--- src/pkg/bkpsw_pkg.sv ---
// Package with register map, field positions and reset values of the backup power switch block.
package bkpsw_pkg;

  // ==========================================================================
  // Register byte offsets on the APB window.
  // ==========================================================================
  localparam logic [7:0] CTRL_OFS     = 8'h00;
  localparam logic [7:0] COMP_CFG_OFS = 8'h04;
  localparam logic [7:0] STATUS_OFS   = 8'h08;
  localparam logic [7:0] PD_LO_OFS    = 8'h0c;
  localparam logic [7:0] PD_HI_OFS    = 8'h10;
  localparam logic [7:0] PU_LO_OFS    = 8'h14;
  localparam logic [7:0] PU_HI_OFS    = 8'h18;

  // ==========================================================================
  // Field positions.
  // ==========================================================================
  localparam int CTRL_CLR_BIT     = 0;
  localparam int CTRL_BOSEL_LSB   = 1;
  localparam int CTRL_BOSEL_W     = 3;
  localparam int CFG_TSE_BIT      = 0;
  localparam int CFG_BACKUP_TEMP_SENSE_EN_BIT     = 1;
  localparam int CFG_IOBK_BIT     = 2;
  localparam int ST_CLKFAIL_BIT   = 0;
  localparam int ST_BATLOW2_BIT   = 1;
  localparam int ST_BATLOW1_BIT   = 2;
  localparam int ST_BROWNOUT_BIT  = 3;
  localparam int ST_BACKUP_BIT    = 4;
  localparam int ST_PDVALID_BIT   = 5;

  // ==========================================================================
  // Sizes and reset values.
  // ==========================================================================
  localparam int          STAMP_W       = 40;
  localparam int          BO_LEVELS     = 6;
  localparam int          CMP_W         = 11;
  localparam logic [2:0]  BOSEL_RST     = 3'h0;
  localparam logic [2:0]  BOSEL_MAX     = 3'h5;
  localparam logic [2:0]  CFG_RST       = 3'h4;
  localparam logic [39:0] STAMP_RST     = 40'h00_0000_0000;

  typedef enum logic {BKPSW_MAIN, BKPSW_BACKUP} bkpsw_mode_e;

endpackage

--- src/core/bkpsw_sync.sv ---
// Two-stage synchroniser for a group of asynchronous comparator levels.
`timescale 1ns/1ps
module bkpsw_sync #(
  parameter int W = 1
) (
  input  wire logic         pclk,    // Block clock.
  input  wire logic         presetn, // Asynchronous reset, active low.
  input  wire logic [W-1:0] async_i, // Levels from another domain.
  output logic      [W-1:0] sync_o   // Levels safe to use on pclk.
);

  // ==========================================================================
  // One pair of flip-flops per bit; the first stage feeds only the second.
  // ==========================================================================
  genvar gi;
  generate
    for (gi = 0; gi < W; gi++) begin : g_bit
      logic meta_q;
      always_ff @(posedge pclk or negedge presetn) begin
        if (!presetn) begin
          meta_q    <= 1'b0;
          sync_o[gi] <= 1'b0;
        end else begin
          meta_q    <= async_i[gi];
          sync_o[gi] <= meta_q;
        end
      end
    end
  endgenerate

endmodule // bkpsw_sync

--- src/core/bkpsw_stamp.sv ---
// Time-stamp holding register with capture, clear and keep-first option.
`timescale 1ns/1ps
module bkpsw_stamp #(
  parameter bit KEEP_FIRST = 1'b0
) (
  input  wire logic                        pclk,     // Block clock.
  input  wire logic                        presetn,  // Asynchronous reset, active low.
  input  wire logic                        capture,  // Switchover event, one cycle.
  input  wire logic                        clear,    // Software clear, one cycle.
  input  wire logic [bkpsw_pkg::STAMP_W-1:0] time_now, // Current time and date.
  output logic      [bkpsw_pkg::STAMP_W-1:0] stamp_q,  // Held stamp.
  output logic                             valid_q   // Stamp holds a capture.
);

  logic take;

  // A held first capture blocks later ones until the clear.
  assign take = capture && !(KEEP_FIRST && valid_q && !clear);

  // ==========================================================================
  // Capture wins over a clear arriving in the same cycle.
  // ==========================================================================
  always_ff @(posedge pclk or negedge presetn) begin
    if (!presetn) begin
      stamp_q <= bkpsw_pkg::STAMP_RST;
      valid_q <= 1'b0;
    end else if (take) begin
      stamp_q <= time_now;
      valid_q <= 1'b1;
    end else if (clear) begin
      stamp_q <= bkpsw_pkg::STAMP_RST;
      valid_q <= 1'b0;
    end
  end

endmodule // bkpsw_stamp

--- src/core/bkpsw_top.sv ---
// Supply mode control, switchover time stamps and power status flags.
//
// Functional notes
// - Enter backup only when main is below backup minus hysteresis and below trip.
// - Return to main when above backup plus hysteresis or above trip plus 30mV.
// - Serial host interface is disabled throughout backup mode.
// - Other functions and IO keep running in backup unless a control bit disables.
// - Main-to-backup switch stamps time; only the first stamp is kept until clear.
// - Backup-to-main switch stamps time, always overwriting with the latest.
// - Power-down stamp holds until software writes 1 to stamp_clear.
// - Temperature conversion runs in backup only with backup_temp_sense_en set.
// - clock_fail_flag reports power-up after loss of both supplies.
// - Six selectable brownout levels; brownout_flag set when main drops below.
// - Brownout alone never disables the serial interface.
// - Battery between 85% and 75% sets first low flag; below 75% sets both.
// - No battery monitoring in backup; software sets temp_sense_en to measure.
//
// Local design decisions: the APB register port and the address map.
`timescale 1ns/1ps
module bkpsw_top (
  input  wire logic        pclk,             // APB and block clock, 40 MHz.
  input  wire logic        presetn,          // Asynchronous reset, active low.
  input  wire logic        psel,             // APB select.
  input  wire logic        penable,          // APB enable.
  input  wire logic        pwrite,           // APB write.
  input  wire logic [7:0]  paddr,            // APB byte address.
  input  wire logic [31:0] pwdata,           // APB write data.
  output logic      [31:0] prdata,           // APB read data.
  output logic             pready,           // APB ready.
  output logic             pslverr,          // APB error on unmapped address.
  input  wire logic        cmp_enter_bat,    // Main at or below backup minus hysteresis.
  input  wire logic        cmp_below_trip,   // Main below switch_trip_level.
  input  wire logic        cmp_above_bat,    // Main above backup plus hysteresis.
  input  wire logic        cmp_above_trip,   // Main above trip plus trip_hysteresis.
  input  wire logic [5:0]  cmp_brownout,     // Main below each brownout level.
  input  wire logic        cmp_bat_low85,    // Backup below 85 percent.
  input  wire logic        cmp_bat_low75,    // Backup below 75 percent.
  input  wire logic        total_loss,       // High after power-up from loss of both supplies.
  input  wire logic [39:0] time_now,         // Current time and date from calendar.
  output logic             serial_if_en,     // Serial host interface enable.
  output logic             backup_mode,      // High while on backup supply.
  output logic             temp_conv_en,     // Temperature conversion enable.
  output logic             aux_io_en,        // Alarm and frequency output enable.
  output logic             batt_meas_en      // Battery level measurement running.
);

  // ==========================================================================
  // Synchronised comparator levels.
  // ==========================================================================
  logic [bkpsw_pkg::CMP_W-1:0] cmp_async;
  logic [bkpsw_pkg::CMP_W-1:0] cmp_sync;
  logic                        s_enter_bat;
  logic                        s_below_trip;
  logic                        s_above_bat;
  logic                        s_above_trip;
  logic [5:0]                  s_brownout;
  logic                        s_low85;
  logic                        s_low75;

  assign cmp_async = {total_loss, cmp_bat_low75, cmp_bat_low85, cmp_brownout,
                      cmp_above_trip, cmp_above_bat};

  bkpsw_sync #(.W(bkpsw_pkg::CMP_W)) u_sync_a (
    .pclk    (pclk),
    .presetn (presetn),
    .async_i (cmp_async),
    .sync_o  (cmp_sync)
  );

  logic [1:0] entry_sync;

  bkpsw_sync #(.W(2)) u_sync_b (
    .pclk    (pclk),
    .presetn (presetn),
    .async_i ({cmp_below_trip, cmp_enter_bat}),
    .sync_o  (entry_sync)
  );

  logic s_total_loss;

  assign s_enter_bat  = entry_sync[0];
  assign s_below_trip = entry_sync[1];
  assign s_above_bat  = cmp_sync[0];
  assign s_above_trip = cmp_sync[1];
  assign s_brownout   = cmp_sync[7:2];
  assign s_low85      = cmp_sync[8];
  assign s_low75      = cmp_sync[9];
  assign s_total_loss = cmp_sync[10];

  // ==========================================================================
  // Control registers.
  // ==========================================================================
  logic       wr_en;
  logic       rd_setup;
  logic [2:0] bo_sel_q;
  logic       tse_q;
  logic       backup_temp_sense_en_q;
  logic       io_bk_q;
  logic       stamp_clear;

  assign wr_en    = psel && penable && pwrite && pready;
  assign rd_setup = psel && !penable;

  assign stamp_clear = wr_en && (paddr == bkpsw_pkg::CTRL_OFS)
                       && pwdata[bkpsw_pkg::CTRL_CLR_BIT];

  always_ff @(posedge pclk or negedge presetn) begin
    if (!presetn) begin
      bo_sel_q <= bkpsw_pkg::BOSEL_RST;
    end else if (wr_en && paddr == bkpsw_pkg::CTRL_OFS) begin
      if (pwdata[bkpsw_pkg::CTRL_BOSEL_LSB +: bkpsw_pkg::CTRL_BOSEL_W] > bkpsw_pkg::BOSEL_MAX) begin
        bo_sel_q <= bkpsw_pkg::BOSEL_MAX;
      end else begin
        bo_sel_q <= pwdata[bkpsw_pkg::CTRL_BOSEL_LSB +: bkpsw_pkg::CTRL_BOSEL_W];
      end
    end
  end

  always_ff @(posedge pclk or negedge presetn) begin
    if (!presetn) begin
      tse_q   <= bkpsw_pkg::CFG_RST[bkpsw_pkg::CFG_TSE_BIT];
      backup_temp_sense_en_q  <= bkpsw_pkg::CFG_RST[bkpsw_pkg::CFG_BACKUP_TEMP_SENSE_EN_BIT];
      io_bk_q <= bkpsw_pkg::CFG_RST[bkpsw_pkg::CFG_IOBK_BIT];
    end else if (wr_en && paddr == bkpsw_pkg::COMP_CFG_OFS) begin
      tse_q   <= pwdata[bkpsw_pkg::CFG_TSE_BIT];
      backup_temp_sense_en_q  <= pwdata[bkpsw_pkg::CFG_BACKUP_TEMP_SENSE_EN_BIT];
      io_bk_q <= pwdata[bkpsw_pkg::CFG_IOBK_BIT];
    end
  end

  // ==========================================================================
  // Supply mode state machine.
  // ==========================================================================
  bkpsw_pkg::bkpsw_mode_e mode_q;
  bkpsw_pkg::bkpsw_mode_e mode_d;
  logic                   to_backup;
  logic                   to_main;

  always_comb begin
    mode_d = mode_q;
    case (mode_q)
      bkpsw_pkg::BKPSW_MAIN: begin
        if (s_enter_bat && s_below_trip) begin
          mode_d = bkpsw_pkg::BKPSW_BACKUP;
        end
      end
      bkpsw_pkg::BKPSW_BACKUP: begin
        if (s_above_bat || s_above_trip) begin
          mode_d = bkpsw_pkg::BKPSW_MAIN;
        end
      end
      default: mode_d = bkpsw_pkg::BKPSW_MAIN;
    endcase
  end

  always_ff @(posedge pclk or negedge presetn) begin
    if (!presetn) begin
      mode_q <= bkpsw_pkg::BKPSW_MAIN;
    end else begin
      mode_q <= mode_d;
    end
  end

  assign to_backup = (mode_q == bkpsw_pkg::BKPSW_MAIN) && (mode_d == bkpsw_pkg::BKPSW_BACKUP);
  assign to_main   = (mode_q == bkpsw_pkg::BKPSW_BACKUP) && (mode_d == bkpsw_pkg::BKPSW_MAIN);

  // ==========================================================================
  // Enables driven out of the block.
  // ==========================================================================
  logic in_backup_d;

  assign in_backup_d = (mode_d == bkpsw_pkg::BKPSW_BACKUP);

  always_ff @(posedge pclk or negedge presetn) begin
    if (!presetn) begin
      serial_if_en <= 1'b1;
      backup_mode  <= 1'b0;
      temp_conv_en <= 1'b0;
      aux_io_en    <= 1'b1;
      batt_meas_en <= 1'b0;
    end else begin
      serial_if_en <= !in_backup_d;
      backup_mode  <= in_backup_d;
      temp_conv_en <= in_backup_d ? backup_temp_sense_en_q : tse_q;
      aux_io_en    <= !in_backup_d || io_bk_q;
      batt_meas_en <= !in_backup_d && tse_q;
    end
  end

  // ==========================================================================
  // Switchover time stamps.
  // ==========================================================================
  logic [39:0] pd_stamp_q;
  logic [39:0] pu_stamp_q;
  logic        pd_valid_q;

  bkpsw_stamp #(.KEEP_FIRST(1'b1)) u_powerdown_stamp (
    .pclk     (pclk),
    .presetn  (presetn),
    .capture  (to_backup),
    .clear    (stamp_clear),
    .time_now (time_now),
    .stamp_q  (pd_stamp_q),
    .valid_q  (pd_valid_q)
  );

  bkpsw_stamp #(.KEEP_FIRST(1'b0)) u_powerup_stamp (
    .pclk     (pclk),
    .presetn  (presetn),
    .capture  (to_main),
    .clear    (stamp_clear),
    .time_now (time_now),
    .stamp_q  (pu_stamp_q),
    .valid_q  ()
  );

  // ==========================================================================
  // Status flags; hardware set wins over a software clear.
  // ==========================================================================
  logic clock_fail_flag_q;
  logic brownout_flag_q;
  logic battery_low_first_q;
  logic battery_low_second_q;
  logic st_clr_wr;
  logic loss_seen_q;

  assign st_clr_wr = wr_en && (paddr == bkpsw_pkg::STATUS_OFS);

  always_ff @(posedge pclk or negedge presetn) begin
    if (!presetn) begin
      loss_seen_q <= 1'b0;
    end else begin
      loss_seen_q <= s_total_loss;
    end
  end

  always_ff @(posedge pclk or negedge presetn) begin
    if (!presetn) begin
      clock_fail_flag_q <= 1'b0;
    end else if (s_total_loss && !loss_seen_q) begin
      clock_fail_flag_q <= 1'b1;
    end else if (st_clr_wr && pwdata[bkpsw_pkg::ST_CLKFAIL_BIT]) begin
      clock_fail_flag_q <= 1'b0;
    end
  end

  always_ff @(posedge pclk or negedge presetn) begin
    if (!presetn) begin
      brownout_flag_q <= 1'b0;
    end else if (s_brownout[bo_sel_q]) begin
      brownout_flag_q <= 1'b1;
    end else if (st_clr_wr && pwdata[bkpsw_pkg::ST_BROWNOUT_BIT]) begin
      brownout_flag_q <= 1'b0;
    end
  end

  // Battery flags follow the comparators only while a measurement runs.
  always_ff @(posedge pclk or negedge presetn) begin
    if (!presetn) begin
      battery_low_first_q  <= 1'b0;
      battery_low_second_q <= 1'b0;
    end else if (batt_meas_en) begin
      battery_low_first_q  <= s_low85 || s_low75;
      battery_low_second_q <= s_low75;
    end
  end

  // ==========================================================================
  // APB slave: data registered in setup, zero wait states.
  // ==========================================================================
  logic [31:0] rd_mux;
  logic        rd_hit;

  always_comb begin
    rd_mux = 32'h0000_0000;
    rd_hit = 1'b1;
    case (paddr)
      bkpsw_pkg::CTRL_OFS: begin
        rd_mux[bkpsw_pkg::CTRL_BOSEL_LSB +: bkpsw_pkg::CTRL_BOSEL_W] = bo_sel_q;
      end
      bkpsw_pkg::COMP_CFG_OFS: begin
        rd_mux[bkpsw_pkg::CFG_TSE_BIT]  = tse_q;
        rd_mux[bkpsw_pkg::CFG_BACKUP_TEMP_SENSE_EN_BIT] = backup_temp_sense_en_q;
        rd_mux[bkpsw_pkg::CFG_IOBK_BIT] = io_bk_q;
      end
      bkpsw_pkg::STATUS_OFS: begin
        rd_mux[bkpsw_pkg::ST_CLKFAIL_BIT]  = clock_fail_flag_q;
        rd_mux[bkpsw_pkg::ST_BATLOW2_BIT]  = battery_low_second_q;
        rd_mux[bkpsw_pkg::ST_BATLOW1_BIT]  = battery_low_first_q;
        rd_mux[bkpsw_pkg::ST_BROWNOUT_BIT] = brownout_flag_q;
        rd_mux[bkpsw_pkg::ST_BACKUP_BIT]   = (mode_q == bkpsw_pkg::BKPSW_BACKUP);
        rd_mux[bkpsw_pkg::ST_PDVALID_BIT]  = pd_valid_q;
      end
      bkpsw_pkg::PD_LO_OFS: rd_mux        = pd_stamp_q[31:0];
      bkpsw_pkg::PD_HI_OFS: rd_mux[7:0]   = pd_stamp_q[39:32];
      bkpsw_pkg::PU_LO_OFS: rd_mux        = pu_stamp_q[31:0];
      bkpsw_pkg::PU_HI_OFS: rd_mux[7:0]   = pu_stamp_q[39:32];
      default: rd_hit = 1'b0;
    endcase
  end

  always_ff @(posedge pclk or negedge presetn) begin
    if (!presetn) begin
      pready  <= 1'b0;
      pslverr <= 1'b0;
      prdata  <= 32'h0000_0000;
    end else begin
      pready  <= rd_setup;
      pslverr <= rd_setup && !rd_hit;
      if (rd_setup && !pwrite) begin
        prdata <= rd_mux;
      end
    end
  end

endmodule // bkpsw_top

--- config.mk ---
export PLATFORM = sky130hd
export DESIGN_NAME = bkpsw_top
export DESIGN_NICKNAME = d
export VERILOG_FILES = /design/src/pkg/bkpsw_pkg.sv /design/src/core/bkpsw_sync.sv /design/src/core/bkpsw_stamp.sv /design/src/core/bkpsw_top.sv
export SDC_FILE = /design/constraint.sdc
export NUM_CORES = 1
export LEC_CHECK = 0
export ABC_CLOCK_PERIOD_IN_PS = 5350
export BUFFER_PORTS_ARGS = -buffer_cell sky130_fd_sc_hd__buf_2
export CAP_MARGIN = 20
export CELL_PAD_IN_SITES_DETAIL_PLACEMENT = 2
export CELL_PAD_IN_SITES_GLOBAL_PLACEMENT = 2
export CORE_MARGIN = 3
export CORE_UTILIZATION = 39
export CTS_CLUSTER_SIZE = 25
export DETAILED_ROUTE_END_ITERATION = 10
export PLACE_DENSITY_LB_ADDON = 0.1
export SLEW_MARGIN = 20
export SYNTH_ARGS = -nofsm -noshare
export SYNTH_HDL_FRONTEND = slang
export SYNTH_SLANG_ARGS = --single-unit
--- constraint.sdc ---
create_clock -name pclk -period 5.35 [get_ports pclk]
set_input_delay 1.07 -clock pclk [delete_from_list [all_inputs] [get_ports pclk]]
set_output_delay 1.07 -clock pclk [all_outputs]
set_load 0.005 [all_outputs]
-- Yosys cells after proc, flatten, opt, wreduce, memory -nomap -nowiden
Cells that the tools add are included.
- ROM bits: 0
- memory bits (writable): 0
- output and inout port bits: 39
- register bits: 157
- bits in latches: 0
- logic and storage cells: 114
- input port bits: 98
- memories kept: 0
- bitwise gates (word level): 2
- eq/ne operators: 6
- div/mod/pow operators: 0
- $add $sub $neg: 0
- multiplexer cells: 23
- shift operators: 0
- reduce and logical (&&, ||, !) cells: 35
- multipliers: 0
- magnitude comparators: 2
- operators by type and width (cell ; number):
    $mux 40 ; 3
    $pmux 24 s2 ; 1
    $eq 8x5->1 const B ; 3
    $logic_and 1x1->1 ; 19
    $eq 8x4->1 const B ; 2
    $pmux 2 s7 ; 1
    $pmux 1 s6 ; 2
    $mux 1 ; 11
    $pmux 2 s5 ; 1
    $eq 8x3->1 const B ; 1
    $logic_not 8->1 ; 1
    $pmux 2 s4 ; 1
    $reduce_bool 2->1 ; 4
    $logic_not 1->1 ; 7
    $reduce_or 7->1 ; 1
    $lt 3x4->1 const B ; 1
    $bmux 1 s3 ; 1
    $gt 3x3->1 const B ; 1
    $logic_or 1x1->1 ; 3
    $mux 3 ; 1
    $not 1->1 ; 2
    $pmux 1 s2 ; 1

-- Longest topological paths before layout
- depth after elaboration: 10
- mapped depth: 7
- depth with buffers taken out: 4

-- Cells and area by module
From an unflattened synthesis, not the netlist that was laid out.
- cells, all modules: 554
- area total of the unflattened synthesis: 6850.3 um^2
- by module, submodules not included (module ; area each (um^2) ; sequential area each (um^2) ; instances ; cells an instance):
    bkpsw_top ; 2551.2 ; 1255.0 ; 1 ; 253
    bkpsw_stamp at u_powerdown_stamp ; 2140.8 ; 1026.0 ; 1 ; 182
    bkpsw_stamp at u_powerup_stamp ; 1507.7 ; 1026.0 ; 1 ; 93
    bkpsw_sync at u_sync_a ; 550.5 ; 550.5 ; 1 ; 22
    bkpsw_sync at u_sync_b ; 100.1 ; 100.1 ; 1 ; 4

-- Worst setup path after synthesis
No wires, ideal clock.
- path type: input-to-reg
- start point: input port paddr[5]
- end point: register bo_sel_q[2]
- setup slack: 2.566 ns
- buffers on the path: 1
- library setup time: 0.125 ns
- arrival time: 2.660 ns
- stages: 5
- data required time: 5.225 ns
- path through: or3_4 -> or4_1 -> buf_2 -> nor2_1 -> mux2_2
- cells in the longest elaborated chain, start to end: 2
- RTL lines (element ; RTL line ; text):
    start: declaration ; bkpsw_top.sv:26 ; input wire logic [7:0] paddr,
    $logic_not 8->1 ; bkpsw_top.sv:110 ; end else if (wr_en && paddr == bkpsw_pkg::CTRL_OFS) begin
    $logic_and 1x1->1 ; bkpsw_top.sv:110 ;
    end signal: assignment ; bkpsw_top.sv:109 ; bo_sel_q <= bkpsw_pkg::BOSEL_RST;
    end signal: assignment ; bkpsw_top.sv:112 ; bo_sel_q <= bkpsw_pkg::BOSEL_MAX;
    end signal: assignment ; bkpsw_top.sv:114 ; bo_sel_q <= pwdata[bkpsw_pkg::CTRL_BOSEL_LSB +: bkpsw_pkg::CTRL_BOSEL_W];
    end: declaration ; bkpsw_top.sv:95 ; logic [2:0] bo_sel_q;
No other way between the ends.
A chain may end at the register's enable or synchronous reset.

-- Worst setup path after layout
- start point: input port paddr[2]
- end point: register u_powerdown_stamp.stamp_q[0] (netlist bit)
- cells in the longest elaborated chain, start to end: 8
- elaborated cells on any way between the ends: 9
- those cells by class: 1 x mux; 8 x reduce/logical
- RTL lines (element ; RTL line ; text):
    $logic_not 8->1 (*) ; bkpsw_top.sv:104 ; assign stamp_clear = wr_en && (paddr == bkpsw_pkg::CTRL_OFS)
    $logic_and 1x1->1 (*) ; bkpsw_top.sv:104 ;
    $logic_and 1x1->1 (*) ; bkpsw_top.sv:105 ; && pwdata[bkpsw_pkg::CTRL_CLR_BIT];
    $logic_not 1->1 ; bkpsw_stamp.sv:18 ; assign take = capture && !(KEEP_FIRST && valid_q && !clear);
    $logic_and 1x1->1 ; bkpsw_stamp.sv:18 ;
    $logic_not 1->1 ; bkpsw_stamp.sv:18 ;
    $logic_and 1x1->1 ; bkpsw_stamp.sv:18 ;
    $mux 40 or $reduce_bool 2->1 (tied branches) ; - ;
    end signal: assignment ; bkpsw_stamp.sv:25 ; stamp_q <= bkpsw_pkg::STAMP_RST;
    end signal: assignment ; bkpsw_stamp.sv:28 ; stamp_q <= time_now;
    end signal: assignment ; bkpsw_stamp.sv:31 ; stamp_q <= bkpsw_pkg::STAMP_RST;
    end: declaration ; bkpsw_stamp.sv:11 ; output logic [bkpsw_pkg::STAMP_W-1:0] stamp_q,
Mark *: on every way between the ends. The rest lies on a longest branch, timed or not.

==> run summary <==
outcome: completed
fill count: 1511
Hold Buf Count CTS: 0
Yosys cell types: 46
vias in the first global route: 5114
fin area: 7450 um^2
overflow left after global routing: 0
Via Count: 4529
CTS Buf Count: 17
# setup viols final: 0
top-area cell type share of the netlist area: 0.622
detailed placement HPWL: 11200 um
Critical Path AT: 3.72 ns
Routed WL per cell: 22.6 um
CP required: 5.70 ns
Synth-to-Final Area Change: 20.2%
Setup Buffers After CTS: 0
antenna cells: 0
skew final: 0.00803 ns
highest routed metal layer: met4
area occupied by multi-input gates: 2030 um^2
Leak Pwr: 0.00345 uW
post-synthesis adder-cell area fraction: 0
wl on met1: 8180 um
Vert. Die Dim: 132 um
Pre-antenna DRT Iters: 4
post-synthesis mux area share: 0.0377
initial cell density of the core: 0.403
total track usage: 0.213
Vias/cell: 5.72
DR WL met3: 726 um
TritonCTS clock tree: built
Routed Antenna Nets: 0
Max Slew Vio Count: 0
maximum clock path buffer count: 2
synthesized area: 6200 um^2
die area: 17400 um^2
DRC Markers: 0
CORE AREA: 15400 um^2
routability cong.: 0.793
max_cap viols: 0
met2 wire len: 8760 um
# resized after CTS: 0
Post-synth top cells: dfrtp_1 (154), nor2_1 (58), a22o_1 (43), a32o_1 (40), clkbuf_1 (26)
Synth area leaders: dfrtp_1 (62%), a32o_1 (6.5%), a22o_1 (6.1%)
first-pass GRT wire length: 29200 um
DR iter-0 viols: 284
min cycle time layout: 3.36 ns
Final nets: 666
pin count of the biggest net entering global routing: 83
worst-margin pin slew: 1.00 ns
HP Class: flip-flop to flip-flop
post-synthesis simple-gate area fraction: 0.0803
die span in x: 132 um
layout cells sized above 1: 0.293
Worst Setup End Kind: flip-flop
fin crit share: 0.629
Ys Warns: 0
Post-DP Area: 6850 um^2
Register Area: 3930 um^2
setup tns final: 0 ns
Power Density: 410 nW/um^2
post-synthesis xor/xnor area fraction: 0
final wirelength: 17900 um
leading area contributor after synthesis: dfrtp_1
Avg Inst Size Synth: 13.1 um^2
Core Rows: 45
crit-path max FO: 23
total clock sinks: 157
asr flop ratio synth: 1.00
post-synthesis sequential area ratio: 0.634
largest family of logic cells by synthesized area: compound AO/OA/AOI/OAI gates
maximum vdd drop: 0.240 mV
RSZ-0062 raised after global routing: false
EDFF count, synth: 0
Final Hold Vio Count: 0
post-synthesis cell count: 474
Reg clk slew, reported paths: 0.06 ns
net count after synthesis: 572
number of synthesized register bits: 157
Setup Crit Path Kind: input pin to flip-flop
clock latency on the worst-skew pair: 0.42 ns
maximum level of the CTS H-tree: 4
dominant synthesized flop cell: dfrtp_1
startpoint types: input pin
Synth Area in Compound Gates: 0.205
antenna violations before repair: 0
most frequent cell after synthesis: dfrtp_1
Fmax achieved: 297 MHz
number of buffers added on ports: 108
Rel. slew slack: 0.332
CTS root buffer: clkbuf_16
io pins: 137
-- layout make-up --
| class | count | area share |
|---|---|---|
| clock buffer | 20 | 0.0613 |
| multi-input combinational | 271 | 0.273 |
| tap | 211 | 0.0354 |
| clock inverter | 12 | 0.0185 |
| timing repair buffer | 116 | 0.0815 |
| sequential | 157 | 0.528 |
| inverter | 5 | 0.00252 |
-- worst max-delay path: stages --
cell	delay, ns
buf_2	0.27
or3_1	0.45
or4_1	0.63
o21ai_4	0.67
buf_4	0.39
a32o_1	0.21
-- per-stage QoR --
| stage | total power [uW] | hold slack [ns] | utilization | worst slack (ns) | cells |
|---|---|---|---|---|---|
| floorplan | 1690 | 0.331 | - | 2.57 | 474 |
| global placement | 1830 | 0.333 | 0.446 | 1.58 | 760 |
| detailed placement | 1870 | 0.337 | 0.446 | 1.52 | 760 |
| CTS | 3090 | 0.349 | 0.485 | 1.97 | 792 |
| global route | 3200 | 0.358 | 0.485 | 1.86 | 792 |
| finish | 3060 | 0.347 | 0.485 | 1.99 | 792 |
-- report_power, final --
| part | leakage [uW] | switching [uW] | internal, uW |
|---|---|---|---|
| Combinational | 0.00125 | 178 | 186 |
| Clock | 0.000275 | 495 | 715 |
| Sequential | 0.00193 | 111 | 1370 |
-- cell families (layout without fill, tap and decap cells) --
group | after synthesis | count (layout)
flops | 157 | 157
compound gates | 145 | 145
simple gates | 106 | 106
buf+inv | 46 | 153
mux | 20 | 20
-- registers in the layout, summed over array words and instances, names as in the netlist --
signal                     flops
u_powerdown_stamp.stamp_q     40
u_powerup_stamp.stamp_q       40
prdata                        32
u_sync_a.g_bit.meta_q         11
u_sync_a.sync_o               11
bo_sel_q                       3
u_sync_b.g_bit.meta_q          2
u_sync_b.sync_o                2
aux_io_en                      1
backup_mode                    1
backup_temp_sense_en_q         1
batt_meas_en                   1
battery_low_first_q            1
battery_low_second_q           1
brownout_flag_q                1
clock_fail_flag_q              1
io_bk_q                        1
loss_seen_q                    1
pready                         1
pslverr                        1
serial_if_en                   1
temp_conv_en                   1
tse_q                          1
u_powerdown_stamp.valid_q      1
-- worst paths after layout --
check | start | end | slack, ns | cells past startpoint
max in group asynchronous | presetn | u_powerup_stamp.stamp_q[39] | 3.65 | 2
worst max register to register | pready | u_powerdown_stamp.stamp_q[0] | 2.71 | 5
min in group asynchronous | presetn | u_sync_a.g_bit[5].meta_q | 0.68 | 1
worst max-delay path | paddr[2] | u_powerdown_stamp.stamp_q[0] | 1.99 | 6
worst min-delay path | u_sync_a.g_bit[8].meta_q | u_sync_a.sync_o[8] | 0.35 | 0
worst min register to register | u_sync_a.g_bit[8].meta_q | u_sync_a.sync_o[8] | 0.35 | 0
-- cells in the final DEF, fill, tap and decap left out, types with 2 or more instances in the layout --
cell type and n:
buf_4 8, nor3_1 2, clkbuf_16 17, o2bb2ai_1 3
buf_2 107, mux2i_1 11, inv_6 2, a221oi_1 25
mux2_2 7, bufinv_16 2, a22oi_1 3, nor4_1 4
nand2b_1 2, and4_1 2, clkinv_4 2, a22o_1 43
o21ai_0 10, mux4_2 2, nor3b_1 2, nor2_1 58
clkinvlp_4 5, nand3_1 3, or3_1 2, and2_1 2
dfstp_2 3, clkbuf_8 2, a21oi_1 8, inv_1 5
nand2_1 12, nor2b_1 6, a221o_1 2, a32o_1 40
a32oi_1 2, dfrtp_1 154
-- routing by layer --
metal	GRT usage	vias up
met4	0.0630	0
met5	0	-
met1	0.299	2418
met2	0.333	106
met3	0.0462	21
li1	-	1984
Power figures use the tool's default switching activity.
